## config.mk

```make
export PLATFORM = sky130hd
export DESIGN_NAME = clsb_step
export DESIGN_NICKNAME = d
export VERILOG_FILES = /design/src/hdl/clsb_pkg.sv /design/src/hdl/clsb_step.sv
export SDC_FILE = /design/constraint.sdc
export NUM_CORES = 1
export LEC_CHECK = 0
export BUFFER_PORTS_ARGS = -buffer_cell sky130_fd_sc_hd__buf_4
export CORE_ASPECT_RATIO = 1.4
export CORE_UTILIZATION = 45
export DETAILED_ROUTE_END_ITERATION = 16
export HOLD_SLACK_MARGIN = 0.02
export PLACE_DENSITY = 0.69
export SLEW_MARGIN = 40
export SYNTH_ARGS = -nofsm -noshare
export SYNTH_HDL_FRONTEND = slang
export SYNTH_SLANG_ARGS = --single-unit
```

## constraint.sdc

```tcl
create_clock -name clk_sys -period 8.4 [get_ports clk_sys]
set_input_delay 1.26 -clock clk_sys [delete_from_list [all_inputs] [get_ports clk_sys]]
set_output_delay 1.26 -clock clk_sys [all_outputs]
set_load 0.005 [all_outputs]
```

## src/hdl/clsb_pkg.sv

```systemverilog
package clsb_pkg;
  // Clock and task cycle times
  localparam int CLK_HZ     = 20_000_000;
  localparam int TASK_A_MS  = 2;
  localparam int TASK_B_MS  = 5;
  localparam int TASK_C_MS  = 10;
  localparam int TASK_D_MS  = 20;
  localparam int CYC_TASK_A = CLK_HZ / 1000 * TASK_A_MS;
  localparam int CYC_TASK_B = CLK_HZ / 1000 * TASK_B_MS;
  localparam int CYC_TASK_C = CLK_HZ / 1000 * TASK_C_MS;
  localparam int CYC_TASK_D = CLK_HZ / 1000 * TASK_D_MS;
  localparam int TICK_W     = 19;
  localparam logic [1:0] TSEL_A = 2'h0;
  localparam logic [1:0] TSEL_B = 2'h1;
  localparam logic [1:0] TSEL_C = 2'h2;
  localparam logic [1:0] TSEL_D = 2'h3;

  // Widths
  localparam int SEL_W  = 13;
  localparam int FN_W   = 11;
  localparam int PARM_W = 21;
  localparam int CNT_W  = 16;
  localparam int ELAP_W = 24;
  localparam int NUM_STATUS = 106;
  localparam int NUM_STEP   = 200;
  localparam int NUM_TERM   = 4;

  // Input selection codes
  localparam logic [12:0] IN_NEG_OFS  = 13'h3e8;
  localparam logic [12:0] IN_NEG1_LO  = 13'h3e8;
  localparam logic [12:0] IN_NEG2_LO  = 13'hbb8;
  localparam logic [12:0] IN_NEG3_LO  = 13'h1388;
  localparam logic [12:0] IN_BAND     = 13'h3e8;
  localparam logic [12:0] IN_STAT_MAX = 13'h069;
  localparam logic [12:0] IN_STAT_UDO = 13'h01b;
  localparam logic [12:0] IN_STEP_LO  = 13'h7d1;
  localparam logic [12:0] IN_STEP_HI  = 13'h898;
  localparam logic [12:0] IN_TERM_LO  = 13'hfa1;
  localparam logic [12:0] IN_TERM_HI  = 13'hfa4;

  // Function selection codes
  localparam logic [10:0] FN_INV_OFS = 11'h3e8;
  localparam logic [10:0] FN_INV_END = 11'h7d0;
  localparam logic [10:0] FN_GRP_DIV = 11'h00a;
  localparam logic [10:0] FN_HOLD_LO = 11'h064;
  localparam logic [10:0] FN_HOLD_HI = 11'h069;
  localparam logic [10:0] FN_UP      = 11'h06e;
  localparam logic [10:0] FN_DN      = 11'h078;
  localparam logic [10:0] FN_TMR     = 11'h082;

  // Timer parameter is in hundredths of a second
  localparam int PARM_MS_SCALE = 10;

  typedef enum {FK_OFF, FK_THRU, FK_AND, FK_OR, FK_XOR, FK_SETP, FK_RSTP,
                FK_RISE, FK_FALL, FK_BOTH, FK_HOLD, FK_UP, FK_DN,
                FK_TMR} clsb_kind_t;
endpackage

```

## src/hdl/clsb_step.sv

```systemverilog
`timescale 1ns/10ps
// Operation
// [RL1] Edge detector output pulse lasts exactly one task cycle.
// [RL2] Hold modes pass input while hold control OFF, freeze while ON.
// [RL3] Up counter adds one per rising edge; output ON at target.
// [RL4] Up counter clear input returns count to zero.
// [RL5] Down counter subtracts one per rising edge; output ON at zero.
// [RL6] Down counter clear input reloads the starting value.
// [RL7] Reset timer: rising input sets output, expiry drops it.
// [RL8] Reset timer clear zeroes elapsed time and forces output OFF.
// [RL9] Function code plus 1000 inverts the block output.
// [RL10] Input code plus 1000 delivers the same source inverted.
// [RL11] Codes 2001 to 2200 select step outputs 1 to 200.
// [RL12] Codes 4001 to 4004 select terminal inputs one to four.
// [RL13] Codes 0 to 105 select status outputs, except code 27.
// [RL14] Status codes 111 to 120 are rejected as input selections.
// [RL15] Function code 0 keeps the output permanently OFF.
// [RL16] Counter value is parameter times 100; 0.01 gives one.
// [RL17] Negative timer or counter parameters act as zero.
// [RL18] Set-priority flip-flop: input one wins, else input two clears.
// [RL19] Reset-priority flip-flop: input two wins, else input one sets.
// [RL20] Inputs sampled, outputs updated once per task cycle only.
module clsb_step #(
  parameter logic [18:0] CYC_A = 19'(clsb_pkg::CYC_TASK_A),
  parameter logic [18:0] CYC_B = 19'(clsb_pkg::CYC_TASK_B),
  parameter logic [18:0] CYC_C = 19'(clsb_pkg::CYC_TASK_C),
  parameter logic [18:0] CYC_D = 19'(clsb_pkg::CYC_TASK_D)
) (
  input  wire logic          clk_sys,             // System clock
  input  wire logic          rst_n,               // Sync reset
  input  wire logic [1:0]    task_cycle_sel,      // Task cycle length
  input  wire logic [10:0]   block_select,        // Function code
  input  wire logic [12:0]   first_input_select,  // Input 1 code
  input  wire logic [12:0]   second_input_select, // Input 2 code
  input  wire logic [20:0]   function_value,      // Signed hundredths
  input  wire logic [105:0]  status_outputs,      // Drive status signals
  input  wire logic [199:0]  step_outputs,        // All step outputs
  input  wire logic [3:0]    terminal_inputs,     // Terminal inputs
  output logic               step_out,            // Block output
  output logic               task_tick,           // Task cycle pulse
  output logic [15:0]        count_value          // Counter state
);
  logic [18:0] tick_cnt, next_tick_cnt, period;
  logic        next_task_tick;
  logic        raw, next_raw, prev1, next_prev1, inv, next_inv;
  logic        next_step_out;
  logic [15:0] next_count, target;
  logic [23:0] elapsed, next_elapsed, limit_ms, step_ms;
  logic        s1, s2, rise1;
  clsb_pkg::clsb_kind_t kind;

  // Resolve one input selection code to a signal level
  function automatic logic pick_src(input logic [12:0] code,
                                    input logic [105:0] st,
                                    input logic [199:0] sp,
                                    input logic [3:0]   tm);
    logic [12:0] b;
    logic        neg, v, ok;
    b = code;
    neg = 1'b0;
    v = 1'b0;
    ok = 1'b1;
    if ((code >= clsb_pkg::IN_NEG1_LO &&
         code <  clsb_pkg::IN_NEG1_LO + clsb_pkg::IN_BAND) ||
        (code >= clsb_pkg::IN_NEG2_LO &&
         code <  clsb_pkg::IN_NEG2_LO + clsb_pkg::IN_BAND) ||
        (code >= clsb_pkg::IN_NEG3_LO &&
         code <  clsb_pkg::IN_NEG3_LO + clsb_pkg::IN_BAND)) begin
      b = code - clsb_pkg::IN_NEG_OFS; // RL10
      neg = 1'b1;
    end
    if (b <= clsb_pkg::IN_STAT_MAX && b != clsb_pkg::IN_STAT_UDO) begin
      v = st[b[6:0]]; // RL13
    end else if (b >= clsb_pkg::IN_STEP_LO && b <= clsb_pkg::IN_STEP_HI) begin
      v = sp[8'(b - clsb_pkg::IN_STEP_LO)]; // RL11
    end else if (b >= clsb_pkg::IN_TERM_LO && b <= clsb_pkg::IN_TERM_HI) begin
      v = tm[2'(b - clsb_pkg::IN_TERM_LO)]; // RL12
    end else begin
      ok = 1'b0; // RL14
    end
    return ok & (v ^ neg);
  endfunction

  // Decode the function code, ignoring the inversion offset
  function automatic clsb_pkg::clsb_kind_t fn_kind(input logic [10:0] sel);
    logic [10:0] b, g;
    clsb_pkg::clsb_kind_t k;
    b = (sel >= clsb_pkg::FN_INV_OFS) ? sel - clsb_pkg::FN_INV_OFS : sel;
    g = b / clsb_pkg::FN_GRP_DIV;
    k = clsb_pkg::FK_OFF;
    if (b >= clsb_pkg::FN_HOLD_LO && b <= clsb_pkg::FN_HOLD_HI) begin
      k = clsb_pkg::FK_HOLD;
    end else if (b == clsb_pkg::FN_UP) begin
      k = clsb_pkg::FK_UP;
    end else if (b == clsb_pkg::FN_DN) begin
      k = clsb_pkg::FK_DN;
    end else if (b == clsb_pkg::FN_TMR) begin
      k = clsb_pkg::FK_TMR;
    end else if (b < clsb_pkg::FN_HOLD_LO) begin
      case (g)
        11'h001: k = clsb_pkg::FK_THRU;
        11'h002: k = clsb_pkg::FK_AND;
        11'h003: k = clsb_pkg::FK_OR;
        11'h004: k = clsb_pkg::FK_XOR;
        11'h005: k = clsb_pkg::FK_SETP;
        11'h006: k = clsb_pkg::FK_RSTP;
        11'h007: k = clsb_pkg::FK_RISE;
        11'h008: k = clsb_pkg::FK_FALL;
        11'h009: k = clsb_pkg::FK_BOTH;
        default: k = clsb_pkg::FK_OFF;
      endcase
    end
    return k;
  endfunction

  // Task cycle divider
  always_comb begin
    case (task_cycle_sel)
      clsb_pkg::TSEL_A: period = CYC_A;
      clsb_pkg::TSEL_B: period = CYC_B;
      clsb_pkg::TSEL_C: period = CYC_C;
      default:          period = CYC_D;
    endcase
    case (task_cycle_sel)
      clsb_pkg::TSEL_A: step_ms = 24'(clsb_pkg::TASK_A_MS);
      clsb_pkg::TSEL_B: step_ms = 24'(clsb_pkg::TASK_B_MS);
      clsb_pkg::TSEL_C: step_ms = 24'(clsb_pkg::TASK_C_MS);
      default:          step_ms = 24'(clsb_pkg::TASK_D_MS);
    endcase
    next_task_tick = (tick_cnt >= period - 19'h00001);
    next_tick_cnt = next_task_tick ? 19'h00000 : tick_cnt + 19'h00001;
  end

  always_ff @(posedge clk_sys) begin
    if (!rst_n) begin
      tick_cnt <= 19'h00000;
      task_tick <= 1'b0;
    end else begin
      tick_cnt <= next_tick_cnt;
      task_tick <= next_task_tick;
    end
  end

  // Step evaluation, once per task cycle
  always_comb begin
    s1 = pick_src(first_input_select, status_outputs, step_outputs,
                  terminal_inputs);
    s2 = pick_src(second_input_select, status_outputs, step_outputs,
                  terminal_inputs);
    rise1 = s1 & ~prev1;
    kind = fn_kind(block_select);
    target = function_value[20] ? 16'h0000 : function_value[15:0]; // RL16 RL17
    limit_ms = 24'(function_value[19:0] * clsb_pkg::PARM_MS_SCALE);
    if (function_value[20]) begin
      limit_ms = 24'h000000; // RL17
    end
    next_raw = raw;
    next_prev1 = prev1;
    next_inv = inv;
    next_count = count_value;
    next_elapsed = elapsed;
    next_step_out = step_out;
    if (task_tick) begin // RL20
      next_prev1 = s1;
      next_inv = (block_select >= clsb_pkg::FN_INV_OFS);
      case (kind)
        clsb_pkg::FK_THRU: next_raw = s1;
        clsb_pkg::FK_AND:  next_raw = s1 & s2;
        clsb_pkg::FK_OR:   next_raw = s1 | s2;
        clsb_pkg::FK_XOR:  next_raw = s1 ^ s2;
        clsb_pkg::FK_SETP: next_raw = s1 ? 1'b1 : (s2 ? 1'b0 : raw); // RL18
        clsb_pkg::FK_RSTP: next_raw = s2 ? 1'b0 : (s1 ? 1'b1 : raw); // RL19
        clsb_pkg::FK_RISE: next_raw = rise1; // RL1
        clsb_pkg::FK_FALL: next_raw = ~s1 & prev1; // RL1
        clsb_pkg::FK_BOTH: next_raw = s1 ^ prev1; // RL1
        clsb_pkg::FK_HOLD: next_raw = s2 ? raw : s1; // RL2
        clsb_pkg::FK_UP: begin
          if (s2) begin
            next_count = 16'h0000; // RL4
          end else if (rise1 && count_value != 16'hffff) begin
            next_count = count_value + 16'h0001; // RL3
          end
          next_raw = (next_count == target); // RL3
        end
        clsb_pkg::FK_DN: begin
          if (s2) begin
            next_count = target; // RL6
          end else if (rise1 && count_value != 16'h0000) begin
            next_count = count_value - 16'h0001; // RL5
          end
          next_raw = (next_count == 16'h0000); // RL5
        end
        clsb_pkg::FK_TMR: begin
          if (s2) begin
            next_elapsed = 24'h000000; // RL8
            next_raw = 1'b0; // RL8
          end else if (rise1) begin
            next_elapsed = 24'h000000; // RL7
            next_raw = 1'b1; // RL7
          end else if (raw) begin
            next_elapsed = elapsed + step_ms;
            next_raw = (next_elapsed < limit_ms); // RL7
          end
        end
        default: next_raw = 1'b0; // RL15
      endcase
      next_step_out = (kind == clsb_pkg::FK_OFF) ? 1'b0 // RL15
                                                 : next_raw ^ next_inv; // RL9
    end
  end

  always_ff @(posedge clk_sys) begin
    if (!rst_n) begin
      raw <= 1'b0;
      prev1 <= 1'b0;
      inv <= 1'b0;
      count_value <= 16'h0000;
      elapsed <= 24'h000000;
      step_out <= 1'b0;
    end else begin
      raw <= next_raw;
      prev1 <= next_prev1;
      inv <= next_inv;
      count_value <= next_count;
      elapsed <= next_elapsed;
      step_out <= next_step_out;
    end
  end

  // Checks
  property p_out_per_tick; // RL20
    @(posedge clk_sys) disable iff (!rst_n)
      !task_tick |=> $stable(step_out) && $stable(count_value);
  endproperty
  a_out_per_tick: assert property (p_out_per_tick) // RL20
    else $error("output moved outside a task cycle");
  property p_edge_one; // RL1
    @(posedge clk_sys) disable iff (!rst_n)
      task_tick && kind == clsb_pkg::FK_RISE && raw && $stable(block_select)
        && $stable(first_input_select) |=> !raw;
  endproperty
  a_edge_one: assert property (p_edge_one) // RL1
    else $error("edge pulse longer than one task cycle");
  property p_hold; // RL2
    @(posedge clk_sys) disable iff (!rst_n)
      task_tick && kind == clsb_pkg::FK_HOLD && s2 |=> raw == $past(raw);
  endproperty
  a_hold: assert property (p_hold) // RL2
    else $error("hold did not freeze");
  property p_up; // RL3
    @(posedge clk_sys) disable iff (!rst_n)
      task_tick && kind == clsb_pkg::FK_UP && !s2 && rise1 &&
        count_value != 16'hffff |=> count_value == $past(count_value) + 16'h1;
  endproperty
  a_up: assert property (p_up) // RL3
    else $error("up count missed an edge");
  property p_up_clr; // RL4
    @(posedge clk_sys) disable iff (!rst_n)
      task_tick && kind == clsb_pkg::FK_UP && s2 |=> count_value == 16'h0
        ##1 count_value == 16'h0;
  endproperty
  a_up_clr: assert property (p_up_clr) // RL4
    else $error("up count not cleared");
  property p_dn; // RL5
    @(posedge clk_sys) disable iff (!rst_n)
      task_tick && kind == clsb_pkg::FK_DN && !s2 && rise1 &&
        count_value == 16'h1 |=> count_value == 16'h0 && raw;
  endproperty
  a_dn: assert property (p_dn) // RL5
    else $error("down count did not reach zero");
  property p_dn_clr; // RL6
    @(posedge clk_sys) disable iff (!rst_n)
      task_tick && kind == clsb_pkg::FK_DN && s2 |=>
        count_value == $past(target);
  endproperty
  a_dn_clr: assert property (p_dn_clr) // RL6
    else $error("down count not reloaded");
  property p_tmr_clr; // RL8
    @(posedge clk_sys) disable iff (!rst_n)
      task_tick && kind == clsb_pkg::FK_TMR && s2 |=> !raw && elapsed == 24'h0;
  endproperty
  a_tmr_clr: assert property (p_tmr_clr) // RL8
    else $error("timer clear ignored");
  property p_inv; // RL9
    @(posedge clk_sys) disable iff (!rst_n)
      task_tick && kind != clsb_pkg::FK_OFF |=> step_out == (raw ^ inv);
  endproperty
  a_inv: assert property (p_inv) // RL9
    else $error("output inversion wrong");
  property p_off; // RL15
    @(posedge clk_sys) disable iff (!rst_n)
      task_tick && block_select == 11'h000 |=> !step_out;
  endproperty
  a_off: assert property (p_off) // RL15
    else $error("unassigned step output not OFF");
endmodule

```

# ---- After elaboration in Yosys (flattened, before gate mapping)
# Memories as Yosys holds them, arrays and structs flattened.
# Index checks and enable logic that the tools add are counted.
dict set report word_totals {
  ff_bits 63
  rom_bits 64
  inputBits 372
  out_inout_bits 18
  elab_cells 183
  memories 1
}
dict set report classes {
  add_sub_neg 12
  multipliers 1
  div 1
  n_lt_le_gt_ge 34
  n_eq_ne 22
  mux 62
  bitwise 14
  n_reduce_logical 29
}
# name depth width read_ports rd_ports_with_merged_regs write_ports line
set mem_list {}
lappend mem_list {{(name not given)} 16 4 1 0 0 clsb_step.sv:100} ;# case (g)
# op n
set op_table {}
lappend op_table {{$eq 32x4->1 const B} 6}
lappend op_table {{$mux 32} 6}
lappend op_table {{$mux 16} 9}
lappend op_table {{$eq 32x3->1 const B} 4}
lappend op_table {{$mux 24} 4}
lappend op_table {{$eq 32x2->1 const B} 2}
lappend op_table {{$pmux 19 s3} 1}
lappend op_table {{$ge 13x12->1 const B} 4}
lappend op_table {{$le 13x12->1 const B} 4}
lappend op_table {{$eq 32x1->1 const B} 1}
lappend op_table {{$logic_not 32->1} 1}
lappend op_table {{$pmux 16 s2} 1}
lappend op_table {{$mux 1} 30}
lappend op_table {{$ge 13x10->1 const B} 2}
lappend op_table {{$ge 13x11->1 const B} 2}
lappend op_table {{$ge 13x13->1 const B} 2}
lappend op_table {{$le 13x7->1 const B} 2}
lappend op_table {{$lt 13x11->1 const B} 2}
lappend op_table {{$lt 13x12->1 const B} 2}
lappend op_table {{$lt 13x13->1 const B} 2}
lappend op_table {{$mux 13} 2}
lappend op_table {{$ne 13x5->1 const B} 2}
lappend op_table {{$sub 13x10->13 const B} 2}
lappend op_table {{$add 24x24->24} 1}
lappend op_table {{other kinds (45)} 81}

# ---- Logic depth before layout (Yosys ltp)
dict set report logic_depth {
  ltp_word 24
  depth_mapped 35
  ltp_nobuf 35
}

# ---- Least setup slack after synthesis
# OpenSTA, ideal clock, no wires.
dict set report synth_timing {
  path_type {input to register}
  from {input first_input_select[0]}
  to {register raw}
  setup_time_ps 91
  t_arrival_ps 6999
  required_time_ps 8309
  setup_slack_ps 1310
  stages 24
  path_buffers 7
  cell_sequence {buf_4 -> buf_2 -> buf_2 -> inv_1 -> ha_1 -> clkbuf_1 -> clkbuf_1 -> clkbuf_1 -> mux4_2 -> mux2i_1 -> a21oi_1 -> o211ai_1 -> a221o_1 -> o311ai_0 -> o41ai_1 -> o211ai_4 -> mux2i_4 -> buf_2 -> nand2_1 -> mux2i_1 -> a2111oi_0 -> a22oi_1 -> a2111o_1 -> a311oi_1}
}
dict set report synth_via {
  elab_chain_len 22
  word_cells_on_any_way 66
  classes_between {3 x add/sub; 11 x order compare; 2 x eq/ne; 30 x mux; 9 x bitwise; 11 x reduce/logical}
}
# item line
set synth_rtl {}
lappend synth_rtl {{start, declared} clsb_step.sv:33} ;# input wire logic [12:0] first_input_select,
lappend synth_rtl {{branches (longest 12 deep; another with $ge 13x10->1)} n/a}
lappend synth_rtl {{$and 1x1->1 *} clsb_step.sv:81} ;# return ok & (v ^ neg);
lappend synth_rtl {{$and 1x1->1} clsb_step.sv:150} ;# rise1 = s1 & ~prev1;
lappend synth_rtl {{$logic_and 1x1->1 (on tied branches)} {clsb_step.sv:180, clsb_step.sv:188}}
lappend synth_rtl {{$mux 16 (on tied branches)} {clsb_step.sv:180, clsb_step.sv:188}}
lappend synth_rtl {{$mux 16 (on tied branches)} {clsb_step.sv:178, clsb_step.sv:186}}
lappend synth_rtl {{$mux 16} clsb_step.sv:166} ;# case (kind)
lappend synth_rtl {{$mux 16} clsb_step.sv:163} ;# if (task_tick) begin
lappend synth_rtl {{$eq 16x16->1 / $logic_not 16->1 (equally long branches)} {clsb_step.sv:183, clsb_step.sv:191}}
lappend synth_rtl {{$pmux 1 s13 *} clsb_step.sv:166}
lappend synth_rtl {{$mux 1 *} clsb_step.sv:163}
lappend synth_rtl {{end signal, assigned} clsb_step.sv:221} ;# raw <= next_raw;
lappend synth_rtl {{end, declared} clsb_step.sv:45} ;# logic raw, next_raw, prev1, next_prev1, inv, next_inv;
# Every way passes the cells marked *. The select of a mux whose other input is x is not followed.
# A chain may end at the register's enable or synchronous reset.

# ---- Worst setup path in the final report
dict set report layout_timing {
  from {input function_value[3]}
  to {register raw}
}
dict set report layout_via {
  elab_chain_len 8
  word_cells_on_any_way 14
  classes_between {1 x mul; 1 x order compare; 1 x eq/ne; 10 x mux; 1 x reduce/logical}
}
# item line
set layout_rtl {}
lappend layout_rtl {{start, declared} clsb_step.sv:35} ;# input wire logic [20:0] function_value,
lappend layout_rtl {{$mul 20x3->23} clsb_step.sv:153} ;# limit_ms = 24'(function_value[19:0] * clsb_pkg::PARM_MS_SCALE);
lappend layout_rtl {{$mux 24} clsb_step.sv:154} ;# if (function_value[20]) begin
lappend layout_rtl {{$lt 24x24->1} clsb_step.sv:202} ;# next_raw = (next_elapsed < limit_ms);
lappend layout_rtl {{$mux 1} clsb_step.sv:200} ;# end else if (raw) begin
lappend layout_rtl {{$mux 1} clsb_step.sv:197} ;# end else if (rise1) begin
lappend layout_rtl {{$mux 1} clsb_step.sv:194} ;# if (s2) begin
lappend layout_rtl {{$pmux 1 s13 *} clsb_step.sv:166}
lappend layout_rtl {{$mux 1 *} clsb_step.sv:163}
# Every way passes the cells marked *; elsewhere a longest branch is shown, timed or not. The select of a mux whose other input is x is not followed.

==> impl_metrics.json <==
{
  "maxSlewHeadroom": 0.408,
  "area_growth_pct": 22.8,
  "leakage_nw": 7.89,
  "vdd_ir_drop_max_mv": 0.0918,
  "drt-total-wl_um": 67200,
  "setup_ws_ps": 1100,
  "num_rows": 81,
  "drive_gt1_frac": 0.281,
  "dp_slack_ps": 768,
  "path_delay_family": "compound AO/OA/AOI/OAI gates",
  "clock_skew_ps": 9.57,
  "yosys_warnings": 0,
  "dieWidth_um": 162,
  "required_ps": 8670,
  "vias": 18477,
  "grt_pass1_wl_um": 102000,
  "clockBufferDepth": 2,
  "synthesis.area_um2": 16000,
  "synth_cell_types": 87,
  "power.density_nw_per_um2": 91.4,
  "fmax_mhz": 137,
  "postRouteAntennaNets": 0,
  "cp_max_fo": 6,
  "cts_num_sinks": 63,
  "post_cts_resized": 0,
  "rsz0062_at_grt": "no",
  "crit_path_end_kind": "flip-flop",
  "firstDrtPassIters": 6,
  "multiInputGateArea_um2": 14000,
  "viasPerCell": 6.64,
  "initial_utilization": 0.457,
  "status": "finished clean",
  "ys_async_sr_fraction": 0,
  "seq_area_um2": 1260,
  "fin_crit_ps": 7300,
  "track_usage": 0.361,
  "finalHoldViolCount": 0,
  "critPathLaunch": "function_value[3]",
  "cts_hold_buf": 0,
  "worst-setup-path-type": "input pin to flip-flop",
  "path_clk_slew_ps": 70,
  "clockRootBuffer": "clkbuf_16",
  "htreeDepth": 3,
  "worstMarginPinSlew_ps": 882,
  "hp-class": "flip-flop to flip-flop",
  "fin_crit_sh": 0.869,
  "cts_setup_buffers": 0,
  "ys_seq_area_frac": 0.0786,
  "dp_hpwl_um": 54200,
  "place_congestion": 1.03,
  "io_buffers": 389,
  "worstSkewPairLatency_ps": 360,
  "tns_ps": 0,
  "holdPathStages": 1,
  "io_pins": 390,
  "setup_viol": 0,
  "fin_nets": 2799,
  "cts_buffers": 9,
  "grt_overflow": 0,
  "first_global_vias": 18126,
  "antenna_found_initial": 0,
  "ys_ff_latch": 63,
  "drtIter0Drc": 1471,
  "slowest_stage": "a21oi_1",
  "r2r-start": "count_value[4]",
  "max_stage_delay_ps": 490,
  "path_depth": 35,
  "crit_top_cell": "o21ai_0",
  "cts_tree": "done",
  "drv_cap": 0,
  "worstHoldStart": "tick_cnt[0]",
  "grt_start_max_net_pins": 84,
  "startpoint_type": "input pin",
  "syn_inst": 2029,
  "fillers": 3324,
  "core_area_um2": 35100,
  "routedWlPerCell_um": 24.1,
  "syn_nets": 2505,
  "dieArea_um2": 36400,
  "r2r_cells": 19,
  "slew_violations": 0,
  "drc": 0,
  "die_y_um": 225,
  "n_antenna_cell": 0,
  "synth-edff-count": 0,
  "cp.buffers_inverters": 2,
  "cp.arrival_ps": 7570,
  "synth_ff_type": "dfxtp_1",
  "postSynthAreaPerCell_um2": 7.91
}
state kept, by name (all words and copies together) (netlist names):
register / cells
step_out: 1
prev1: 1
task_tick: 1
elapsed: 24
count_value: 16
tick_cnt: 19
raw: 1
cell type report:
| cell class | instances | area share |
|---|---|---|
| tap | 456 | 0.0290 |
| clock buffer | 9 | 0.0114 |
| clock inverter | 7 | 0.00419 |
| sequential | 63 | 0.0640 |
| inverter | 71 | 0.0135 |
| multi-input combinational | 1750 | 0.713 |
| timing repair buffer | 428 | 0.165 |
final timing paths:
path | end | slack [ps]
setup / recovery | raw | 1100
hold / removal | tick_cnt[0] | 460
setup reg to reg | raw | 3120
hold reg to reg | tick_cnt[0] | 460
where the power goes:
| group | internal, W | leakage (nW) | switching, W | total [W] |
|---|---|---|---|---|
| registers | 0.000300 | 0.508 | 0.00000133 | 0.000301 |
| logic | 0.000491 | 7.24 | 0.000599 | 0.00109 |
| clock network | 0.000234 | 0.144 | 0.000177 | 0.000410 |
| total | 0.00102 | 7.89 | 0.000777 | 0.00180 |
worst reg2reg max path, delay by kind of cell (launching register included):
kind            cells  cell delay, ps
simple gates       10            2580
compound gates      6            1680
buf+inv             2             490
flops               1             310
mux                 1             140
cells by family after synthesis:
family | count (synthesis) | synth area share
AO/OA/AOI/OAI | 554 | 0.231
adder cells (fa/ha/maj) | 104 | 0.0821
buffers and inverters | 216 | 0.0541
multiplexers | 228 | 0.266
AND/OR/NAND/NOR | 769 | 0.235
flip-flops | 63 | 0.0786
XOR/XNOR | 95 | 0.0536
cell usage after synthesis (50+ instances only):
cell type  count  share of area
nor2_1       214          0.050
nand2_1      172          0.040
mux4_2       156           0.22
a21oi_1      132          0.041
o21ai_0      125          0.039
clkbuf_1     102          0.024
ha_1         102          0.080
nand3_1       80          0.025
inv_1         70          0.016
xnor2_1       64          0.035
dfxtp_1       63          0.079
mux2i_1       58          0.036
nor3_1        50          0.016
through the flow:
stage	instances	util	power [W]	cell area [um2]	hold WS (ps)
floorplan	2029	-	0.000980	16000	426
global placement	2768	0.551	0.00136	19300	441
global route	2784	0.562	0.00190	19700	500
detailed placement	2768	0.552	0.00138	19300	447
CTS	2784	0.560	0.00179	19600	468
finish	2784	0.562	0.00180	19700	462
routing by layer:
| layer | vias to the layer above | global-route usage | part of all wire |
|---|---|---|---|
| li1 | 8413 | - | - |
| met2 | 909 | 0.657 | 0.51 |
| met5 | - | 0 | 0 |
| met3 | 203 | 0.0444 | 0.059 |
| met4 | 0 | 0.213 | 0.062 |
| met1 | 8952 | 0.400 | 0.37 |
cell usage in the layout, fill, tap and decap left out, types with 63 or more instances in the layout:
master,count
ha_1,100
mux4_2,156
nand3_1,80
nand2_1,172
nor2_1,213
inv_1,68
o21ai_0,124
dfxtp_1,63
a21oi_1,131
buf_4,425
Note: power is estimated with default switching activity, not from simulation.
